### src/inc/token_node_pkg.sv
package token_node_pkg;
    localparam int ADDR_W = 3;
    localparam int DATA_W = 8;
    localparam int RAM_AW = 11;

    // register offsets
    localparam logic [2:0] ADDR_CMD     = 3'h0;
    localparam logic [2:0] ADDR_DIAG    = 3'h1;
    localparam logic [2:0] ADDR_CONFIG  = 3'h2;
    localparam logic [2:0] ADDR_FIRST_SETUP_REG  = 3'h3;
    localparam logic [2:0] ADDR_STATION = 3'h4;
    localparam logic [2:0] ADDR_PROBE   = 3'h5;
    localparam logic [2:0] ADDR_NEXT    = 3'h6;
    localparam logic [2:0] ADDR_STATUS  = 3'h7;

    // field positions
    localparam int CFG_SOFT_RESET   = 7;
    localparam int CFG_JOIN_ENABLE  = 5;
    localparam int SET_SHORT_LIMIT  = 0;
    localparam int SET_TSEL_A       = 1;
    localparam int SET_TSEL_B       = 2;
    localparam int DIAG_SELF_RECONFIG_EVENT_FLAG  = 7;
    localparam int DIAG_DUPLICATE   = 6;
    localparam int DIAG_RX_ACTIVITY = 5;
    localparam int DIAG_TOKEN_SEEN  = 4;
    localparam int DIAG_EXC_REFUSAL = 3;
    localparam int DIAG_PROBE_MATCH = 2;
    localparam int DIAG_NEXT_CHANGE = 1;
    localparam int DIAG_AWAKE       = 0;
    localparam int STAT_TX_AVAIL    = 0;
    localparam int STAT_BUS_KNOWN   = 1;
    localparam int STAT_JOINED      = 2;

    // reset values
    localparam logic [7:0] CONFIG_RST  = 8'h00;
    localparam logic [7:0] FIRST_SETUP_REG_RST  = 8'h00;
    localparam logic [7:0] STATION_RST = 8'h00;
    localparam logic [7:0] PROBE_RST   = 8'h00;
    localparam logic [7:0] NEXT_RST    = 8'h00;

    // commands
    localparam logic [7:0] CMD_DISABLE_TX  = 8'h01;
    localparam logic [7:0] CMD_CLEAR_FLAGS = 8'h1E;

    // buffer self-write
    localparam logic [7:0]        RAM_PATTERN      = 8'hD1;
    localparam logic [RAM_AW-1:0] RAM_ADDR_PATTERN = 11'h000;
    localparam logic [RAM_AW-1:0] RAM_ADDR_STATION = 11'h001;

    // refusal limits
    localparam logic [7:0] REFUSAL_LIMIT_LONG  = 8'h80;
    localparam logic [7:0] REFUSAL_LIMIT_SHORT = 8'h04;

    // timing
    localparam int CLOCK_PERIOD_NS   = 25;
    localparam int CRYSTAL_PERIOD_NS = 50;
    localparam int RESET_MIN_PERIODS = 5;
    localparam int RESET_MIN_CYCLES  =
        (RESET_MIN_PERIODS * CRYSTAL_PERIOD_NS + CLOCK_PERIOD_NS - 1) / CLOCK_PERIOD_NS;
    localparam logic [7:0] RESET_MIN_CNT = RESET_MIN_CYCLES[7:0];
endpackage
### src/inc/token_node_if.sv
`timescale 1ns/1ps
interface token_node_if;
    import token_node_pkg::*;
    logic [ADDR_W-1:0] addr;
    logic [DATA_W-1:0] wdata;
    logic              wr;
    logic              rd;
    logic [DATA_W-1:0] rdata;
    logic              hw_reset_in_n;

    modport device (input addr, input wdata, input wr, input rd, output rdata,
                    input hw_reset_in_n);
    modport host (output addr, output wdata, output wr, output rd, input rdata,
                  output hw_reset_in_n);
endinterface

### src/core/token_node_device.sv
`timescale 1ns/1ps
module token_node_device
    import token_node_pkg::*;
(
    input  wire logic              clock,             // 40 MHz
    input  wire logic              resetn,            // async power-on reset
    token_node_if.device           bus,               // host bus and reset pin
    input  wire logic              rx_line_in,        // receive line pin
    input  wire logic              token_evt,         // token passed on the line
    input  wire logic [7:0]        dest_station_field,// destination of that token
    input  wire logic              token_own,         // token was sent by this node
    input  wire logic              response_evt,      // answer to the last token
    input  wire logic              refusal_evt,       // refusal to our buffer inquiry
    input  wire logic              token_to_me_evt,   // token arrived for this node
    input  wire logic              tx_request,        // transmission queued
    input  wire logic              reconfig_event_flag_timer_evt,   // token reception timer expired
    input  wire logic              next_load,         // next station learned
    input  wire logic [7:0]        next_station_in,   // its number
    output logic                   core_awake,        // microcode may run
    output logic                   tx_enable,         // transmitter allowed
    output logic                   start_reconfig,    // one-cycle reconfig request
    output logic                   tx_available_flag, // no transmission pending
    output logic                   refusal_irq,       // excessive refusal interrupt
    output logic                   ram_wr,            // buffer write strobe
    output logic [RAM_AW-1:0]      ram_addr,          // buffer address
    output logic [7:0]             ram_wdata          // buffer data
);
    typedef enum logic [1:0] {RAM_IDLE, RAM_PAT, RAM_ID} ram_state_t;

    logic [1:0] rst_sync_q, rx_sync_q;
    logic [7:0] rst_cnt_q, config_q, first_setup_reg_q, station_q, probe_q, next_q, last_dest_q;
    logic [7:0] rdata_q;
    logic [6:0] refusal_cnt_q;
    logic       hw_rst_q, bus_wr_odd_q, bus_known_q, probe_armed_q, abandon_q, joined_q;
    logic       self_reconfig_event_flag_q, dup_q, rx_act_q, token_seen_q, exc_q, probe_match_q, next_chg_q;
    logic       core_rst, wr_cmd, diag_rd, clear_cmd, refusal_hit;
    ram_state_t ram_state_q;
    function automatic logic hit(input logic [2:0] a, input logic [2:0] r);
        return a == r;
    endfunction
    assign core_rst    = hw_rst_q | config_q[CFG_SOFT_RESET];
    assign wr_cmd      = bus.wr & hit(bus.addr, ADDR_CMD);
    assign diag_rd     = bus.rd & hit(bus.addr, ADDR_DIAG) & ~core_rst;
    assign clear_cmd   = wr_cmd & (bus.wdata == CMD_CLEAR_FLAGS);
    assign refusal_hit = refusal_evt & core_awake &
        ({1'b0, refusal_cnt_q} + 8'h01 ==
         (first_setup_reg_q[SET_SHORT_LIMIT] ? REFUSAL_LIMIT_SHORT : REFUSAL_LIMIT_LONG));

    // reset pin: glitches shorter than the minimum never reach the core
    always_ff @(posedge clock or negedge resetn) begin
        if (!resetn) begin
            rst_sync_q <= 2'b00;    // pin taken as low: no early release after power-on
            rx_sync_q  <= 2'b00;
            rst_cnt_q  <= 8'h00;
            hw_rst_q   <= 1'b1;
        end else begin
            rst_sync_q <= {rst_sync_q[0], bus.hw_reset_in_n};
            rx_sync_q  <= {rx_sync_q[0], rx_line_in};
            if (rst_sync_q[1]) begin
                rst_cnt_q <= 8'h00;
                hw_rst_q  <= 1'b0;
            end else if (rst_cnt_q == RESET_MIN_CNT - 8'h01) begin
                hw_rst_q  <= 1'b1;
            end else begin
                rst_cnt_q <= rst_cnt_q + 8'h01;
            end
        end
    end

    // registers that survive a soft reset
    always_ff @(posedge clock or negedge resetn) begin
        if (!resetn) begin
            config_q     <= CONFIG_RST;
            first_setup_reg_q     <= FIRST_SETUP_REG_RST;
            bus_wr_odd_q <= 1'b0;
            bus_known_q  <= 1'b0;
        end else if (hw_rst_q) begin
            config_q     <= CONFIG_RST;
            first_setup_reg_q     <= FIRST_SETUP_REG_RST;
            bus_wr_odd_q <= 1'b0;
            bus_known_q  <= 1'b0;
        end else begin
            if (bus.wr && hit(bus.addr, ADDR_CONFIG)) begin
                config_q <= bus.wdata;
            end
            if (bus.wr && hit(bus.addr, ADDR_FIRST_SETUP_REG)) begin
                first_setup_reg_q <= bus.wdata;
            end
            if (bus.wr && bus.addr[0]) begin
                bus_wr_odd_q <= 1'b1;
            end
            if (bus.rd && bus.addr[0] && bus_wr_odd_q) begin
                bus_known_q <= 1'b1;
            end
        end
    end

    // station, probe and next station
    always_ff @(posedge clock or negedge resetn) begin
        if (!resetn) begin
            {station_q, probe_q, next_q} <= {STATION_RST, PROBE_RST, NEXT_RST};
            {probe_armed_q, last_dest_q} <= 9'h000;
        end else if (core_rst) begin
            {station_q, probe_q, next_q} <= {STATION_RST, PROBE_RST, NEXT_RST};
            {probe_armed_q, last_dest_q} <= 9'h000;
        end else begin
            if (bus.wr && hit(bus.addr, ADDR_STATION)) begin
                station_q <= bus.wdata;
            end
            if (bus.wr && hit(bus.addr, ADDR_PROBE)) begin
                probe_q       <= bus.wdata;
                probe_armed_q <= 1'b1;
            end
            if (next_load) begin
                next_q <= next_station_in;
            end
            if (token_evt) begin
                last_dest_q <= dest_station_field;
            end
        end
    end

    // buffer self-write after each station number write seen in RAM_IDLE
    always_ff @(posedge clock or negedge resetn) begin
        if (!resetn) begin
            ram_state_q <= RAM_IDLE;
            ram_wr      <= 1'b0;
            ram_addr    <= RAM_ADDR_PATTERN;
            ram_wdata   <= 8'h00;
        end else if (core_rst) begin
            ram_state_q <= RAM_IDLE;
            ram_wr      <= 1'b0;
        end else begin
            ram_wr <= 1'b0;
            unique case (ram_state_q)
                RAM_IDLE: begin
                    if (bus.wr && hit(bus.addr, ADDR_STATION)) begin
                        ram_state_q <= RAM_PAT;
                    end
                end
                RAM_PAT: begin
                    ram_wr      <= 1'b1;
                    ram_addr    <= RAM_ADDR_PATTERN;
                    ram_wdata   <= RAM_PATTERN;
                    ram_state_q <= RAM_ID;
                end
                RAM_ID: begin
                    ram_wr      <= 1'b1;
                    ram_addr    <= RAM_ADDR_STATION;
                    ram_wdata   <= station_q;
                    ram_state_q <= RAM_IDLE;
                end
            endcase
        end
    end

    // wake, join and reconfiguration
    always_ff @(posedge clock or negedge resetn) begin
        if (!resetn) begin
            {core_awake, joined_q, tx_enable, start_reconfig} <= 4'h0;
        end else if (core_rst) begin
            {core_awake, joined_q, tx_enable, start_reconfig} <= 4'h0;
        end else begin
            core_awake     <= station_q != 8'h00;
            joined_q       <= core_awake & config_q[CFG_JOIN_ENABLE];
            tx_enable      <= core_awake & config_q[CFG_JOIN_ENABLE];
            start_reconfig <= core_awake &
                ((config_q[CFG_JOIN_ENABLE] & ~joined_q) |
                 (reconfig_event_flag_timer_evt & joined_q));
        end
    end

    // sticky diagnostic flags; a set in the clearing cycle wins
    always_ff @(posedge clock or negedge resetn) begin
        if (!resetn) begin
            {self_reconfig_event_flag_q, dup_q, rx_act_q, token_seen_q, probe_match_q, next_chg_q} <= 6'h00;
        end else if (core_rst) begin
            {self_reconfig_event_flag_q, dup_q, rx_act_q, token_seen_q, probe_match_q, next_chg_q} <= 6'h00;
        end else begin
            self_reconfig_event_flag_q  <= (self_reconfig_event_flag_q & ~diag_rd) | start_reconfig;
            dup_q         <= (dup_q & ~diag_rd) |
                (response_evt & core_awake & last_dest_q == station_q);
            rx_act_q      <= (rx_act_q & ~diag_rd) | rx_sync_q[1];
            token_seen_q  <= (token_seen_q & ~diag_rd) | (token_evt & ~token_own);
            probe_match_q <= (probe_match_q & ~diag_rd) |
                (response_evt & probe_armed_q & last_dest_q == probe_q);
            next_chg_q    <= (next_chg_q & ~diag_rd) |
                (next_load & next_station_in != next_q);
        end
    end

    // refusal counting and transmitter availability
    always_ff @(posedge clock or negedge resetn) begin
        if (!resetn) begin
            refusal_cnt_q <= 7'h00;
            {exc_q, refusal_irq, abandon_q, tx_available_flag} <= 4'h1;
        end else if (core_rst) begin
            refusal_cnt_q <= 7'h00;
            {exc_q, refusal_irq, abandon_q, tx_available_flag} <= 4'h1;
        end else begin
            if (refusal_evt && core_awake) begin
                refusal_cnt_q <= refusal_hit ? 7'h00 : refusal_cnt_q + 7'h01;
            end
            exc_q       <= (exc_q & ~clear_cmd) | refusal_hit;
            refusal_irq <= (exc_q & ~clear_cmd) | refusal_hit;
            if (wr_cmd && bus.wdata == CMD_DISABLE_TX) begin
                abandon_q <= 1'b1;
            end else if (token_to_me_evt && abandon_q) begin
                abandon_q <= 1'b0;
            end
            if (tx_request) begin
                tx_available_flag <= 1'b0;
            end else if (token_to_me_evt && abandon_q) begin
                tx_available_flag <= 1'b1;
            end
        end
    end

    // read data, valid in the cycle after the strobe
    always_ff @(posedge clock or negedge resetn) begin
        if (!resetn) begin
            rdata_q <= 8'h00;
        end else if (!bus.rd) begin
            rdata_q <= 8'h00;
        end else begin
            unique case (bus.addr)
                ADDR_DIAG:    rdata_q <= {self_reconfig_event_flag_q, dup_q, rx_act_q, token_seen_q,
                                          exc_q, probe_match_q, next_chg_q, core_awake};
                ADDR_CONFIG:  rdata_q <= config_q;
                ADDR_FIRST_SETUP_REG:  rdata_q <= first_setup_reg_q;
                ADDR_STATION: rdata_q <= station_q;
                ADDR_PROBE:   rdata_q <= probe_q;
                ADDR_NEXT:    rdata_q <= next_q;
                ADDR_STATUS:  rdata_q <= {5'h00, joined_q, bus_known_q, tx_available_flag};
                ADDR_CMD:     rdata_q <= 8'h00;
            endcase
        end
    end

    assign bus.rdata = rdata_q;
endmodule

### src/flat_wrapper.sv
// flat-port wrapper written by rule: the top's interface ports become plain ports
module token_node_device_flat import token_node_pkg::*;
  (clock, resetn, rx_line_in, token_evt, dest_station_field, token_own, response_evt, refusal_evt, token_to_me_evt, tx_request, reconfig_event_flag_timer_evt, next_load, next_station_in, core_awake, tx_enable, start_reconfig, tx_available_flag, refusal_irq, ram_wr, ram_addr, ram_wdata, bus_addr, bus_wdata, bus_wr, bus_rd, bus_rdata, bus_hw_reset_in_n);
  token_node_if bus_i ();
  input  wire logic clock;
  input  wire logic resetn;
  input  wire logic rx_line_in;
  input  wire logic token_evt;
  input  wire logic [7:0] dest_station_field;
  input  wire logic token_own;
  input  wire logic response_evt;
  input  wire logic refusal_evt;
  input  wire logic token_to_me_evt;
  input  wire logic tx_request;
  input  wire logic reconfig_event_flag_timer_evt;
  input  wire logic next_load;
  input  wire logic [7:0] next_station_in;
  output logic core_awake;
  output logic tx_enable;
  output logic start_reconfig;
  output logic tx_available_flag;
  output logic refusal_irq;
  output logic ram_wr;
  output logic [RAM_AW-1:0] ram_addr;
  output logic [7:0] ram_wdata;
  input wire logic [$bits(bus_i.addr)-1:0] bus_addr;
  input wire logic [$bits(bus_i.wdata)-1:0] bus_wdata;
  input wire logic [$bits(bus_i.wr)-1:0] bus_wr;
  input wire logic [$bits(bus_i.rd)-1:0] bus_rd;
  output wire logic [$bits(bus_i.rdata)-1:0] bus_rdata;
  input wire logic [$bits(bus_i.hw_reset_in_n)-1:0] bus_hw_reset_in_n;
  assign bus_i.addr = bus_addr;
  assign bus_i.wdata = bus_wdata;
  assign bus_i.wr = bus_wr;
  assign bus_i.rd = bus_rd;
  assign bus_rdata = bus_i.rdata;
  assign bus_i.hw_reset_in_n = bus_hw_reset_in_n;
  token_node_device u_core (.clock(clock), .resetn(resetn), .bus(bus_i), .rx_line_in(rx_line_in), .token_evt(token_evt), .dest_station_field(dest_station_field), .token_own(token_own), .response_evt(response_evt), .refusal_evt(refusal_evt), .token_to_me_evt(token_to_me_evt), .tx_request(tx_request), .reconfig_event_flag_timer_evt(reconfig_event_flag_timer_evt), .next_load(next_load), .next_station_in(next_station_in), .core_awake(core_awake), .tx_enable(tx_enable), .start_reconfig(start_reconfig), .tx_available_flag(tx_available_flag), .refusal_irq(refusal_irq), .ram_wr(ram_wr), .ram_addr(ram_addr), .ram_wdata(ram_wdata));
endmodule
### config.mk
export PLATFORM = sky130hd
export DESIGN_NAME = token_node_device_flat
export DESIGN_NICKNAME = d
export VERILOG_FILES = /design/src/inc/token_node_pkg.sv /design/src/inc/token_node_if.sv /design/src/core/token_node_device.sv /design/src/flat_wrapper.sv
export SDC_FILE = /design/constraint.sdc
export NUM_CORES = 1
export LEC_CHECK = 0
export ABC_AREA = 1
export BUFFER_PORTS_ARGS = -buffer_cell sky130_fd_sc_hd__buf_2
export CAP_MARGIN = 20
export CORE_UTILIZATION = 57
export DETAILED_ROUTE_END_ITERATION = 10
export PLACE_DENSITY = 0.79
export SYNTH_ARGS = -nofsm -noshare
export SYNTH_HDL_FRONTEND = slang
export SYNTH_SLANG_ARGS = --single-unit
### constraint.sdc
create_clock -name clock -period 1.7 [get_ports clock]
set_input_delay 0 -clock clock [delete_from_list [all_inputs] [get_ports clock]]
set_output_delay 0 -clock clock [all_outputs]
set_load 0.05 [all_outputs]
==> metrics <==
Worst-path clk slew roughly 100 ps; Starting Density 0.5907; Critical Path, Cell by Cell buf_4, inv_1, nand2_1, mux2_2; CP Max Fanout 11; part of the cycle the worst path needs 0.9327; pre-CTS setup slack 130.8 ps; cell with the most instances after synthesis nand2_1; final net count 765; Worst Skew around 13 ps; clock power share 0.233; Worst Hold Class in2reg; maximum capacitance violations 0; count of final setup violators 0; CP delay by family, top flip-flops; count of cell types in the netlist 37; CTS Root Cell clkbuf_8; vias in the first global route roughly 4400; Wirelength per Cell 15.87 µm; Switching Fraction 0.3859; die footprint between 9000 and 10000 µm²; I/O pin cnt 74; Top FF cell, synth dfrtp_1; core area between 8000 and 9000 µm²; Site Rows 34; outcome complete, no violations; grt ovf 0; Comb power frac 0.331; static leakage power between 0.002 and 0.003 µW; Max Slew Vio Count 0; Worst Slack Setup Final between 100 and 150 ps; Synth Area per Inst ~8.4 µm²; YS warnings 0; top cell type by total area after synthesis dfrtp_1; Fillers 715; final hold slack 11.21 ps; Critical Path Slowest Stage Cell dfstp_2; first-pass GRT wire length about 22 mm; TritonCTS buffer count 9; slew margin rel. 0.6351; Final Cell Area just over 6000 µm²; CP arrival 1860 ps; Worst VDD drop between 600 and 700 µV; # clock sinks 103; Die Ht between 90 and 100 µm; Tightest Pin Transition 547.3 ps; Startpoint Class register; gpl congestion 1.001; RSZ-0062 raised after global routing no; Diodes inserted 0; Synth top cells by count nand2_1 (115), dfrtp_1 (101), inv_1 (85); Net Sw Power approximately 3100 µW; Mapped Cells roughly 620; Post-synth ARST share 1.000; Post-CTS Setup Inserts 0; internal cell power around 5000 µW; Worst Setup End Kind register; post-route minimum period between 1500 and 2000 ps; Final ANT Viol Nets 0; share of layout cells above drive strength 1 0.1828; Vias/cell ~5.5; via count ~4600; Routed WL roughly 13 mm; post-synth top area share 0.4883; sequential power share 0.436; Synth Cell Area roughly 5200 µm²; sum of negative setup slack 0 ps; worst path bufs/invs 2; drt first pass iters 5; initial antenna violation count 0; Worst-Skew Late Latency 380 ps; Critical Path Max Stage Delay approximately 540 ps; timing-limited maximum frequency ~0.63 GHz; Total Routing Usage GR 0.2923; H-tree Lvls 3; DR DRC count 0; sequential fraction of the synthesis area 0.4984; area grow syn2layout 18.81%; top post-synthesis cells by area dfrtp_1 (49%), nand2_1 (8.3%), inv_1 (6.2%), a21oi_1 (5.1%), nor2_1 (4.9%); Placed Area around 5600 µm²; die outline width 97.30 µm; endpoints failing hold 0; pwr dens 1306 nW/µm²; WS Path Type reg2reg; CTS tree yes; Yosys reg bits 103; Worst Path Required 1970 ps; CTS max path bufs 2; Final HPWL DP 9.530 mm; PortBufs 63; pin count of the biggest net entering global routing between 100 and 150; Detailed Route Iter0 Violations 352; slack of the worst reg-to-reg path approximately 110 ps; Post-synth EDFFs 0
==> routing by layer <==
layer,track usage,vias to the layer above,part of all wire
met2,0.4854,217,0.48
met1,0.3882,2177,0.42
met3,0.04460,41,0.069
li1,-,2171,-
met5,0,-,0
met4,0.1143,0,0.031
==> cell type report <==
type / instances / area [µm²] / area share
multi-input combinational: 411 / 2147 / 0.3491
inverter: 90 / 337.8 / 0.05493
clock buffer: 10 / 137.6 / 0.02238
timing repair buffer: 102 / 698.2 / 0.1135
tap: 108 / 135.1 / 0.02197
clock inverter: 6 / 112.6 / 0.01831
sequential: 103 / 2581 / 0.4197
==> power by group through the flow <==
| stage | clock network [µW] | registers (µW) | logic [µW] |
|---|---|---|---|
| global placement | 0 | 3500 | 2460 |
| finish | 1870 | 3500 | 2660 |
| CTS | 1900 | 3480 | 2640 |
| floorplan | 0 | 3740 | 1550 |
| detailed placement | 0 | 3520 | 2570 |
| global route | 1980 | 3560 | 2910 |
==> worst paths after layout <==
check,start,endpoint,cells past startpoint
hold reg to reg,u_core.rst_sync_q[0],u_core.rst_sync_q[1],0
setup reg to reg,u_core.hw_rst_q,u_core.first_setup_reg_q[5],4
max in group asynchronous,resetn,u_core.refusal_cnt_q[0],3
setup / recovery,u_core.hw_rst_q,u_core.first_setup_reg_q[5],4
min in group asynchronous,resetn,u_core.next_q[3],3
hold / removal,bus_wdata[6],u_core.abandon_q,4
==> layout by cell type (no fill, tap or decap), types with 2 or more instances in the layout <==
cell type / n
dfstp_2: 2
inv_2: 5
xnor2_1: 7
nand2_1: 115
mux2_2: 3
nor2_1: 67
nor4_1: 5
o22ai_1: 11
buf_2: 62
ha_1: 7
dlygate4sd3_1: 30
dfrtp_1: 100
o21ai_0: 49
nand2_4: 2
a21oi_1: 53
nand3_1: 25
mux2_4: 7
inv_6: 2
bufinv_16: 3
clkbuf_8: 10
nand4_1: 6
conb_1: 10
inv_1: 85
xor2_1: 5
buf_4: 9
nor3_1: 9
o21ai_2: 10
o211ai_1: 2
nand2_2: 7
nor2_2: 3
==> worst register-to-register path, cell delays in order, from the launching register on <==
cell and delay, ps:
dfstp_2 540, buf_4 160, inv_1 130, nand2_1 270, mux2_2 380
==> registers in the layout (all words and copies together), names as in the netlist, 2 cells and up <==
| name | count |
|---|---|
| u_core.bus.rdata | 8 |
| u_core.first_setup_reg_q | 8 |
| u_core.rx_sync_q | 2 |
| u_core.ram_state_q | 2 |
| u_core.rst_cnt_q | 8 |
| u_core.rst_sync_q | 2 |
| u_core.config_q | 8 |
| u_core.last_dest_q | 8 |
| u_core.ram_wdata | 8 |
| u_core.next_q | 8 |
| u_core.refusal_cnt_q | 7 |
| u_core.station_q | 8 |
| u_core.probe_q | 8 |
==> through the flow <==
| step | power (µW) | util | std cells |
|---|---|---|---|
| after floorplan | 5291 | - | 626 |
| after global placement | 5965 | 0.6388 | 784 |
| after detailed placement | 6089 | 0.6388 | 784 |
| after CTS | 8016 | 0.7016 | 830 |
| after global routing | 8443 | 0.7017 | 830 |
| final | 8034 | 0.7017 | 830 |
==> kinds of logic after synthesis <==
logic type / after synthesis / synth area share
xor gates and xnor gates: 12 / 0.02030
AOI/OAI and AO/OA: 128 / 0.1356
muxes: 11 / 0.02901
DFF: 103 / 0.4984
and+or+nand+nor: 243 / 0.2057
buffers and inverters: 112 / 0.09331
other: 1 / 0.0007245
adders and majority gates: 7 / 0.01692
==> what timing repair did <==
action,in CTS,in global routing
hold buffers,30,0
gates resized for setup,0,1
endpoints found under the hold margin,132,0
setup endpoints to repair,0,3
(Power assumes the default switching activity.)
